===== src/core/dma_channel_map.svh =====
`ifndef DMA_CHANNEL_MAP_SVH
`define DMA_CHANNEL_MAP_SVH

// ---------------------------------------------------------------
// Register offsets
// ---------------------------------------------------------------
`define OFS_RX_BUFFER_POINTER      12'h100
`define OFS_RX_TRANSFER_COUNT      12'h104
`define OFS_TX_BUFFER_POINTER      12'h108
`define OFS_TX_TRANSFER_COUNT      12'h10c
`define OFS_RX_NEXT_BUFFER_POINTER 12'h110
`define OFS_RX_NEXT_TRANSFER_COUNT 12'h114
`define OFS_TX_NEXT_BUFFER_POINTER 12'h118
`define OFS_TX_NEXT_TRANSFER_COUNT 12'h11c
`define OFS_TRANSFER_ENABLE_CTRL   12'h120
`define OFS_TRANSFER_ENABLE_STATUS 12'h124

// ---------------------------------------------------------------
// Field positions and reset values
// ---------------------------------------------------------------
`define POS_RX_ENABLE              0
`define POS_RX_DISABLE             1
`define POS_TX_ENABLE              8
`define POS_TX_DISABLE             9
`define RST_POINTER                32'h0000_0000
`define RST_COUNT                  16'h0000

`endif


===== src/core/dma_channel_pkg.sv =====
`default_nettype none
package dma_channel_pkg;
  // Transfer unit size
  typedef enum logic [1:0]
  {
    SIZE_BYTE = 2'b00,
    SIZE_HALF = 2'b01,
    SIZE_WORD = 2'b10
  } xfer_size_t;

  // Engine sequencing
  typedef enum logic [1:0]
  {
    ST_IDLE  = 2'b00,
    ST_XFER  = 2'b01,
    ST_WAIT  = 2'b10
  } chan_state_t;
endpackage
`default_nettype wire


===== src/core/dma_channel_regs.sv =====
`include "dma_channel_map.svh"
`default_nettype none
module dma_channel_regs
  import dma_channel_pkg::*;
#(
  parameter int PTR_W = 32,
  parameter int CNT_W = 16
)
(
  input  wire logic             ref_clk_i,
  input  wire logic             rst_n_i,
  input  wire logic             sel_i,
  input  wire logic             write_i,
  input  wire logic [11:0]      addr_i,
  input  wire logic [31:0]      wdata_i,
  output logic [31:0]           rdata_o,
  input  wire logic             rx_request_i,
  input  wire logic             tx_request_i,
  input  wire xfer_size_t       rx_size_i,
  input  wire xfer_size_t       tx_size_i,
  input  wire logic             rx_done_i,
  input  wire logic             tx_done_i,
  output logic                  rx_start_o,
  output logic                  tx_start_o,
  output logic [PTR_W-1:0]      rx_addr_o,
  output logic [PTR_W-1:0]      tx_addr_o,
  output logic                  rx_end_o,
  output logic                  tx_end_o
);
  // ---------------------------------------------------------------
  // Reset release
  // ---------------------------------------------------------------
  logic             rst_meta;
  logic             rst_sync_n;

  always_ff @(posedge ref_clk_i or negedge rst_n_i)
  begin
    if (!rst_n_i)
    begin
      rst_meta   <= 1'b0;
      rst_sync_n <= 1'b0;
    end
    else
    begin
      rst_meta   <= 1'b1;
      rst_sync_n <= rst_meta;
    end
  end

  // ---------------------------------------------------------------
  // Address decode
  // ---------------------------------------------------------------
  logic             wr;
  logic             rd;
  logic             wr_ctrl;
  logic             rx_enable;
  logic             tx_enable;
  logic             rx_start;
  logic             tx_start;
  logic             rx_end;
  logic             tx_end;
  logic [PTR_W-1:0] rx_ptr;
  logic [PTR_W-1:0] tx_ptr;
  logic [PTR_W-1:0] rx_nptr;
  logic [PTR_W-1:0] tx_nptr;
  logic [CNT_W-1:0] rx_cnt;
  logic [CNT_W-1:0] tx_cnt;
  logic [CNT_W-1:0] rx_ncnt;
  logic [CNT_W-1:0] tx_ncnt;
  logic [31:0]      next_rdata;

  assign wr = sel_i && write_i;
  assign rd = sel_i && !write_i;
  assign wr_ctrl = wr && (addr_i == `OFS_TRANSFER_ENABLE_CTRL);

  // ---------------------------------------------------------------
  // Channel instances
  // ---------------------------------------------------------------
  // receive offsets
  dma_half_channel #(.PTR_W(PTR_W), .CNT_W(CNT_W)) u_rx
  (
    .clk_i     (ref_clk_i),
    .rst_n_i   (rst_sync_n),
    .wr_ptr_i  (wr && addr_i == `OFS_RX_BUFFER_POINTER),
    .wr_cnt_i  (wr && addr_i == `OFS_RX_TRANSFER_COUNT),
    .wr_nptr_i (wr && addr_i == `OFS_RX_NEXT_BUFFER_POINTER),
    .wr_ncnt_i (wr && addr_i == `OFS_RX_NEXT_TRANSFER_COUNT),
    .wdata_i   (wdata_i),
    .enable_i  (rx_enable),
    .request_i (rx_request_i),
    .size_i    (rx_size_i),
    .done_i    (rx_done_i),
    .start_o   (rx_start),
    .ptr_o     (rx_ptr),
    .cnt_o     (rx_cnt),
    .nptr_o    (rx_nptr),
    .ncnt_o    (rx_ncnt),
    .end_o     (rx_end)
  );

  dma_half_channel #(.PTR_W(PTR_W), .CNT_W(CNT_W)) u_tx
  (
    .clk_i     (ref_clk_i),
    .rst_n_i   (rst_sync_n),
    .wr_ptr_i  (wr && addr_i == `OFS_TX_BUFFER_POINTER),
    .wr_cnt_i  (wr && addr_i == `OFS_TX_TRANSFER_COUNT),
    .wr_nptr_i (wr && addr_i == `OFS_TX_NEXT_BUFFER_POINTER),
    .wr_ncnt_i (wr && addr_i == `OFS_TX_NEXT_TRANSFER_COUNT),
    .wdata_i   (wdata_i),
    .enable_i  (tx_enable),
    .request_i (tx_request_i),
    .size_i    (tx_size_i),
    .done_i    (tx_done_i),
    .start_o   (tx_start),
    .ptr_o     (tx_ptr),
    .cnt_o     (tx_cnt),
    .nptr_o    (tx_nptr),
    .ncnt_o    (tx_ncnt),
    .end_o     (tx_end)
  );

  // ---------------------------------------------------------------
  // Transfer enable control
  // ---------------------------------------------------------------
  always_ff @(posedge ref_clk_i or negedge rst_sync_n)
  begin
    if (!rst_sync_n)
    begin
      rx_enable <= 1'b0;
      tx_enable <= 1'b0;
    end
    else if (wr_ctrl)
    begin
      // Disable wins over enable
      if (wdata_i[`POS_RX_DISABLE])
        rx_enable <= 1'b0;
      else if (wdata_i[`POS_RX_ENABLE])
        rx_enable <= 1'b1;
      if (wdata_i[`POS_TX_DISABLE])
        tx_enable <= 1'b0;
      else if (wdata_i[`POS_TX_ENABLE])
        tx_enable <= 1'b1;
    end
  end

  // ---------------------------------------------------------------
  // Read mux
  // ---------------------------------------------------------------
  always_comb
  begin
    next_rdata = 32'h0000_0000;
    case (addr_i)
      `OFS_RX_BUFFER_POINTER:      next_rdata = 32'(rx_ptr);
      `OFS_RX_TRANSFER_COUNT:      next_rdata = 32'(rx_cnt);
      `OFS_TX_BUFFER_POINTER:      next_rdata = 32'(tx_ptr);
      `OFS_TX_TRANSFER_COUNT:      next_rdata = 32'(tx_cnt);
      `OFS_RX_NEXT_BUFFER_POINTER: next_rdata = 32'(rx_nptr);
      `OFS_RX_NEXT_TRANSFER_COUNT: next_rdata = 32'(rx_ncnt);
      `OFS_TX_NEXT_BUFFER_POINTER: next_rdata = 32'(tx_nptr);
      `OFS_TX_NEXT_TRANSFER_COUNT: next_rdata = 32'(tx_ncnt);
      `OFS_TRANSFER_ENABLE_STATUS:
      begin
        next_rdata[`POS_RX_ENABLE] = rx_enable;
        next_rdata[`POS_TX_ENABLE] = tx_enable;
      end
      default:                     next_rdata = 32'h0000_0000;
    endcase
  end

  // ---------------------------------------------------------------
  // Output registers
  // ---------------------------------------------------------------
  always_ff @(posedge ref_clk_i or negedge rst_sync_n)
  begin
    if (!rst_sync_n)
    begin
      rdata_o    <= 32'h0000_0000;
      rx_start_o <= 1'b0;
      tx_start_o <= 1'b0;
      rx_addr_o  <= '0;
      tx_addr_o  <= '0;
      rx_end_o   <= 1'b0;
      tx_end_o   <= 1'b0;
    end
    else
    begin
      rdata_o    <= rd ? next_rdata : 32'h0000_0000;
      rx_start_o <= rx_start;
      tx_start_o <= tx_start;
      rx_addr_o  <= rx_ptr;
      tx_addr_o  <= tx_ptr;
      rx_end_o   <= rx_end;
      tx_end_o   <= tx_end;
    end
  end

  // ---------------------------------------------------------------
  // Register bus checks
  // ---------------------------------------------------------------
  chk_ctrl_reads_zero: assert property (
    @(posedge ref_clk_i) disable iff (!rst_sync_n)
    (rd && addr_i == `OFS_TRANSFER_ENABLE_CTRL) |=> (rdata_o == 32'h0))
    else $error("control read not zero");
  chk_status_no_write: assert property (
    @(posedge ref_clk_i) disable iff (!rst_sync_n)
    (wr && addr_i == `OFS_TRANSFER_ENABLE_STATUS)
    |=> ($stable(rx_enable) && $stable(tx_enable)))
    else $error("status write changed state");
  chk_status_read: assert property (
    @(posedge ref_clk_i) disable iff (!rst_sync_n)
    (rd && addr_i == `OFS_TRANSFER_ENABLE_STATUS)
    |=> (rdata_o == {16'h0, 7'h0, $past(tx_enable), 7'h0, $past(rx_enable)}))
    else $error("status read wrong");
  chk_rdata_idle: assert property (
    @(posedge ref_clk_i) disable iff (!rst_sync_n)
    !rd |=> (rdata_o == 32'h0))
    else $error("read data not idle");
  chk_rx_count_read: assert property (
    @(posedge ref_clk_i) disable iff (!rst_sync_n)
    (rd && addr_i == `OFS_RX_TRANSFER_COUNT) |=> (rdata_o == 32'($past(rx_cnt))))
    else $error("rx count read wrong");
  chk_tx_count_read: assert property (
    @(posedge ref_clk_i) disable iff (!rst_sync_n)
    (rd && addr_i == `OFS_TX_TRANSFER_COUNT) |=> (rdata_o == 32'($past(tx_cnt))))
    else $error("tx count read wrong");
  chk_rx_ptr_read: assert property (
    @(posedge ref_clk_i) disable iff (!rst_sync_n)
    (rd && addr_i == `OFS_RX_BUFFER_POINTER) |=> (rdata_o == 32'($past(rx_ptr))))
    else $error("rx pointer read wrong");

  // ---------------------------------------------------------------
  // Transfer checks
  // ---------------------------------------------------------------
  chk_rx_zero_block: assert property (
    @(posedge ref_clk_i) disable iff (!rst_sync_n)
    (rx_cnt == '0) |=> !rx_start_o)
    else $error("rx start with zero count");
  chk_tx_zero_block: assert property (
    @(posedge ref_clk_i) disable iff (!rst_sync_n)
    (tx_cnt == '0) |=> !tx_start_o)
    else $error("tx start with zero count");
  chk_rx_start_req: assert property (
    @(posedge ref_clk_i) disable iff (!rst_sync_n)
    rx_start |-> (rx_request_i && rx_enable))
    else $error("rx start without request");
  chk_tx_start_req: assert property (
    @(posedge ref_clk_i) disable iff (!rst_sync_n)
    tx_start |-> (tx_request_i && tx_enable))
    else $error("tx start without request");
  chk_rx_start_pulse: assert property (
    @(posedge ref_clk_i) disable iff (!rst_sync_n)
    rx_start_o |=> !rx_start_o)
    else $error("rx start longer than one cycle");
  chk_tx_start_pulse: assert property (
    @(posedge ref_clk_i) disable iff (!rst_sync_n)
    tx_start_o |=> !tx_start_o)
    else $error("tx start longer than one cycle");
  chk_rx_addr_follow: assert property (
    @(posedge ref_clk_i) disable iff (!rst_sync_n)
    1'b1 |=> (rx_addr_o == $past(rx_ptr)))
    else $error("rx address out stale");
  chk_tx_addr_follow: assert property (
    @(posedge ref_clk_i) disable iff (!rst_sync_n)
    1'b1 |=> (tx_addr_o == $past(tx_ptr)))
    else $error("tx address out stale");
  chk_rx_end_follow: assert property (
    @(posedge ref_clk_i) disable iff (!rst_sync_n)
    1'b1 |=> (rx_end_o == $past(rx_end)))
    else $error("rx end out stale");
  chk_tx_end_follow: assert property (
    @(posedge ref_clk_i) disable iff (!rst_sync_n)
    1'b1 |=> (tx_end_o == $past(tx_end)))
    else $error("tx end out stale");
  chk_rx_enable_set: assert property (
    @(posedge ref_clk_i) disable iff (!rst_sync_n)
    (wr_ctrl && wdata_i[`POS_RX_ENABLE] && !wdata_i[`POS_RX_DISABLE]) |=> rx_enable)
    else $error("rx enable not set");
  chk_rx_disable_wins: assert property (
    @(posedge ref_clk_i) disable iff (!rst_sync_n)
    (wr_ctrl && wdata_i[`POS_RX_DISABLE]) |=> !rx_enable)
    else $error("rx disable ignored");
  chk_tx_disable_wins: assert property (
    @(posedge ref_clk_i) disable iff (!rst_sync_n)
    (wr_ctrl && wdata_i[`POS_TX_DISABLE]) |=> !tx_enable)
    else $error("tx disable ignored");
endmodule
`default_nettype wire


===== src/core/dma_half_channel.sv =====
`include "dma_channel_map.svh"
`default_nettype none
module dma_half_channel
  import dma_channel_pkg::*;
#(
  parameter int PTR_W = 32,
  parameter int CNT_W = 16
)
(
  input  wire logic             clk_i,
  input  wire logic             rst_n_i,
  input  wire logic             wr_ptr_i,
  input  wire logic             wr_cnt_i,
  input  wire logic             wr_nptr_i,
  input  wire logic             wr_ncnt_i,
  input  wire logic [31:0]      wdata_i,
  input  wire logic             enable_i,
  input  wire logic             request_i,
  input  wire xfer_size_t       size_i,
  input  wire logic             done_i,
  output logic                  start_o,
  output logic [PTR_W-1:0]      ptr_o,
  output logic [CNT_W-1:0]      cnt_o,
  output logic [PTR_W-1:0]      nptr_o,
  output logic [CNT_W-1:0]      ncnt_o,
  output logic                  end_o
);
  chan_state_t      state;
  logic [PTR_W-1:0] step;
  logic             finish;

  always_comb
  begin
    case (size_i)
      SIZE_HALF: step = PTR_W'(2);
      SIZE_WORD: step = PTR_W'(4);
      default:   step = PTR_W'(1);
    endcase
  end

  // ---------------------------------------------------------------
  // Request gating
  // ---------------------------------------------------------------
  // zero count blocks
  assign start_o = (state == ST_IDLE) && enable_i && request_i && (cnt_o != '0);
  assign finish  = (state == ST_XFER) && done_i;

  always_ff @(posedge clk_i or negedge rst_n_i)
  begin
    if (!rst_n_i)
      state <= ST_IDLE;
    else
    begin
      case (state)
        ST_IDLE: if (start_o) state <= ST_XFER;
        ST_XFER: if (done_i) state <= ST_WAIT;
        ST_WAIT: state <= ST_IDLE;
        default: state <= ST_IDLE;
      endcase
    end
  end

  // ---------------------------------------------------------------
  // Pointer and count registers
  // ---------------------------------------------------------------
  always_ff @(posedge clk_i or negedge rst_n_i)
  begin
    if (!rst_n_i)
    begin
      ptr_o  <= `RST_POINTER;
      cnt_o  <= `RST_COUNT;
      nptr_o <= `RST_POINTER;
      ncnt_o <= `RST_COUNT;
    end
    else
    begin
      if (finish)
      begin
        ptr_o <= ptr_o + step;
        if (cnt_o != '0)
          cnt_o <= cnt_o - CNT_W'(1);
        if (cnt_o == CNT_W'(1) && ncnt_o != '0)
        begin
          ptr_o  <= nptr_o;
          cnt_o  <= ncnt_o;
          ncnt_o <= '0;
        end
      end
      if (wr_ptr_i) ptr_o <= wdata_i[PTR_W-1:0];
      if (wr_cnt_i) cnt_o <= wdata_i[CNT_W-1:0];
      if (wr_nptr_i) nptr_o <= wdata_i[PTR_W-1:0];
      if (wr_ncnt_i) ncnt_o <= wdata_i[CNT_W-1:0];
    end
  end

  // ---------------------------------------------------------------
  // End of transfer flag
  // ---------------------------------------------------------------
  always_ff @(posedge clk_i or negedge rst_n_i)
  begin
    if (!rst_n_i)
      end_o <= 1'b0;
    else if (finish && cnt_o == CNT_W'(1))
      end_o <= 1'b1;
    else if (wr_cnt_i || wr_ncnt_i)
      end_o <= 1'b0;
  end

  chk_zero_no_start: assert property (
    @(posedge clk_i) disable iff (!rst_n_i)
    (cnt_o == '0) |-> !start_o) else $error("start with zero count");
  chk_zero_no_wrap: assert property (
    @(posedge clk_i) disable iff (!rst_n_i)
    (finish && cnt_o == '0 && !wr_cnt_i) |=> (cnt_o == '0)) else $error("count wrapped");
  chk_count_step: assert property (
    @(posedge clk_i) disable iff (!rst_n_i)
    (finish && cnt_o > CNT_W'(1) && !wr_cnt_i) |=> (cnt_o == $past(cnt_o) - CNT_W'(1)))
    else $error("count did not decrement");
  chk_reload_next: assert property (
    @(posedge clk_i) disable iff (!rst_n_i)
    (finish && cnt_o == CNT_W'(1) && ncnt_o != '0 && !wr_ncnt_i && !wr_cnt_i)
    |=> (ncnt_o == '0 && cnt_o == $past(ncnt_o) && end_o)) else $error("reload wrong");
  chk_flag_clear: assert property (
    @(posedge clk_i) disable iff (!rst_n_i)
    ((wr_cnt_i || wr_ncnt_i) && !finish) |=> !end_o) else $error("end flag not cleared");
endmodule
`default_nettype wire


===== config.mk =====
export PLATFORM = sky130hd
export DESIGN_NAME = dma_channel_regs
export DESIGN_NICKNAME = d
export VERILOG_FILES = /design/src/core/dma_channel_pkg.sv /design/src/core/dma_channel_regs.sv /design/src/core/dma_half_channel.sv
export VERILOG_INCLUDE_DIRS = /design/src /design/src/core
export SDC_FILE = /design/constraint.sdc
export NUM_CORES = 1
export LEC_CHECK = 0
export ABC_AREA = 1
export ABC_CLOCK_PERIOD_IN_PS = 9400
export BUFFER_PORTS_ARGS = -buffer_cell sky130_fd_sc_hd__buf_2
export CORE_UTILIZATION = 40
export DETAILED_ROUTE_END_ITERATION = 10
export HOLD_SLACK_MARGIN = 0.12
export SLEW_MARGIN = 5
export SYNTH_ARGS = -nofsm -noshare
export SYNTH_HDL_FRONTEND = slang
export SYNTH_SLANG_ARGS = --single-unit

===== constraint.sdc =====
create_clock -name ref_clk_i -period 9.4 [get_ports ref_clk_i]
set_clock_uncertainty 0.2 [all_clocks]
set_input_delay 1.41 -clock ref_clk_i [delete_from_list [all_inputs] [get_ports ref_clk_i]]
set_output_delay 1.41 -clock ref_clk_i [all_outputs]
set_load 0.05 [all_outputs]

==> results.toml <==
[outcome]
outcome = "finished clean"

[floorplanning]
ios = 156
start_util_pct = 40.6
die_area_um2 = 43400
coreArea_um2 = 41900
placementRows = 75
die_h_um = 208
die_w_um = 208

[clock_tree]
cts_hold_buf = 0
clk_latency_ns = 0.55
cts_tree = "yes"
cts-resized-gates = 0
path_clk_slew_ns = 0.06
post_cts_buffers = 0
clockRootBuffer = "clkbuf_16"
clock-sinks = 302
htreeDepth = 2
clockBufferDepth = 3
numCtsBuffers = 36

[finish]
fill_cells = 4296
layout-drive-gt1-share_pct = 11.7
antenna_cells = 0
syn2layout_area_growth_pct = 12.9
postLayoutCoreUtil_pct = 45.8
nNetsFinal = 2567

[route]
drt_wl_total_um = 63900
drc = 0
drt_iter0_markers = 1847
wl_per_cell_um = 20.9
dr.pass1.iters = 6
detail-route-antenna-nets = 0
route.vias.total = 17000
via_per_inst = 5.54

[setup_path]
crit_top_cell = "nand2_1"
slowest_stage = "nor2_1"
crit_chain = "buf_2 > inv_1 > nand2_1 > nor2_1 > nand2_1 > nor2_2 > buf_4 > nor2_1 > nand3_1 > nand2_1 > a21oi_1"
end_kind = "register"
cp.arrival_ns = 4.19
critPathMaxFanout = 31
critPathMaxStageDelay_ns = 0.71
cp_top_family = "simple AND/OR/NAND/NOR gates"
cp.required_ns = 9.65
worstSetupPathType = "input port to register"
startpoint_type = "input port"
critPathBufInv = 3

[sta]
hold_viol_final = 0
max-slew-margin-rel_pct = 20.1
drv_slew = 0
setup_viol_count_final = 0
min_period_ns = 3.94
rsz0062_at_grt = "no"
tns_ns = 0
worst_slew_pin_slew_ns = 1.20
min_period_over_period_pct = 41.9
max_freq_ghz = 0.254

[place]
gp_congestion = 0.939
port_buffers = 155
dp_hpwl_um = 46900

[job]
drv_cap = 0

[yosys]
yosysWarningCount = 0
synth_top_area_cell = "dfrtp_1"
postSynthAreaPerCell_um2 = 7.17
synth-seq-cells = 302
synth_cell_types = 39
ys_seq_area_share_pct = 44.4
postSynthCellCount = 2374
synth_ff_type = "dfrtp_1"
synth_area_leaders = "dfrtp_1 (44%), nand2_1 (16%), nand3_1 (7.7%)"
async_flop_share_pct = 100
synthesis.nets = 2446
synth_edf_count = 0
synth.top_cell.area_share_pct = 44.4
netlist_area_um2 = 17000

[global_route]
grt_pass1_vias = 16300
track_usage_pct = 29.6
gr-total-overflow = 0
antenna_found_initial = 0
grt_pass1_wl_um = 97700
grt_max_degree = 71

[min_path]
hold_path.class = "register to async pin"

[power_and_ir_drop]
peakVddDrop_mv = 0.0939
powerDensity_nw_per_um2 = 168
power_leakage_nw = 9.92
[layout make-up]
cell class	instances	area [µm²]	share of cell area, %
Timing Repair Buffer	161	821	4.27
Clock buffer	48	1010	5.24
Multi-Input combinational cell	1694	7890	41.1
Inverter	300	1130	5.86
Sequential cell	302	7560	39.4
Tap cell	539	674	3.51
Clock inverter	15	135	0.703
[synth_stat cells, drive strengths merged, types with 14 or more instances]
library cell / number
nand2: 739
dfrtp: 302
inv: 299
nor2: 292
nand3: 271
o21ai: 192
o22ai: 74
buf: 63
a21oi: 30
nor3: 18
o211ai: 18
xor2: 18
clkbuf: 15
ha: 14
nand4: 14
[layer usage]
layer / vias to the layer above / GRT usage (%) / wire length (µm)
met4: 0 / 13.3 / 3200
met5: - / 0 / 0
li1: 7823 / - / -
met1: 8156 / 38.9 / 26400
met3: 176 / 4.71 / 4660
met2: 797 / 48.0 / 29600
[report_power, final]
group / switching, mW / total (mW) / internal, mW / leakage [nW]
clock network: 0.586 / 1.40 / 0.809 / 0.569
registers: 0.0608 / 1.42 / 1.35 / 3.75
logic: 0.309 / 0.409 / 0.0995 / 5.60
total: 0.956 / 3.22 / 2.26 / 9.92
[final timing paths]
check | slack, ns | startpoint | cells past startpoint | endpoint
max in group asynchronous | 6.64 | rst_sync_n$_DFF_PN0_ | 2 | rx_addr_o[24]$_DFF_PN0_
min reg2reg | 0.11 | rst_sync_n$_DFF_PN0_ | 0 | u_tx.cnt_o[7]$_DFFE_PN0P_
min in group ref_clk_i | 0.16 | rst_meta$_DFF_PN0_ | 0 | rst_sync_n$_DFF_PN0_
max reg2reg | 6.25 | u_tx.cnt_o[1]$_DFFE_PN0P_ | 9 | u_tx.ptr_o[2]$_DFFE_PN0P_
max | 5.46 | addr_i[5] | 11 | rdata_o[14]$_DFF_PN0_
min | 0.11 | rst_sync_n$_DFF_PN0_ | 0 | u_tx.cnt_o[7]$_DFFE_PN0P_
[layout by cell type, fill, tap and decap left out, types with 2 or more instances in the layout]
master,count
bufinv_16,2
nand3_2,4
nor2_8,3
a21oi_1,30
inv_2,19
ha_1,14
o22ai_1,74
nor2_1,268
nor2_2,14
nand3_1,263
nor2_4,7
nand3b_1,3
nand2_1,717
clkbuf_1,7
xor2_1,18
nand2_4,6
nor3_1,17
clkinv_2,10
buf_2,155
dfrtp_1,301
a2bb2oi_1,2
clkbuf_8,4
o21ai_0,158
buf_4,6
fa_1,2
clkbuf_16,37
o211ai_1,17
o21ai_1,34
nand3_4,4
inv_1,280
or2_0,2
nand4_1,14
nand2_2,16
[metrics by stage]
stage	hold slack, ns	instances	setup WS (ns)	instance area, µm²	power (mW)
detailed placement	0.116	2996	5.05	18100	1.85
global route	0.148	3059	5.25	19200	3.34
global placement	0.112	2996	5.13	18100	1.84
floorplan	0.131	2374	0.160	17000	1.70
CTS	0.126	3059	5.61	19200	3.24
finish	0.108	3059	5.46	19200	3.22
[kinds of logic after synthesis]
kind of cell             Yosys count  share of synthesized area, %
AND/OR/NAND/NOR                 1341                          33.8
buffers and inverters            378                          9.28
AO/OA/AOI/OAI                    317                          10.2
flip-flops                       302                          44.4
XOR/XNOR                          19                         0.978
adder cells (fa/ha/maj)           16                          1.26
other                              1                        0.0220
[sequential cells by signal, summed over array words and instances, names as in the netlist, 2 cells and up]
signal	flops
u_rx.nptr_o	32
tx_addr_o	32
u_rx.state	2
u_tx.state	2
u_tx.cnt_o	16
u_rx.ncnt_o	16
u_rx.ptr_o	32
u_tx.ncnt_o	16
rdata_o	32
rx_addr_o	32
u_tx.ptr_o	32
u_tx.nptr_o	32
u_rx.cnt_o	16
No activity file was read; power rests on OpenSTA's default activity.
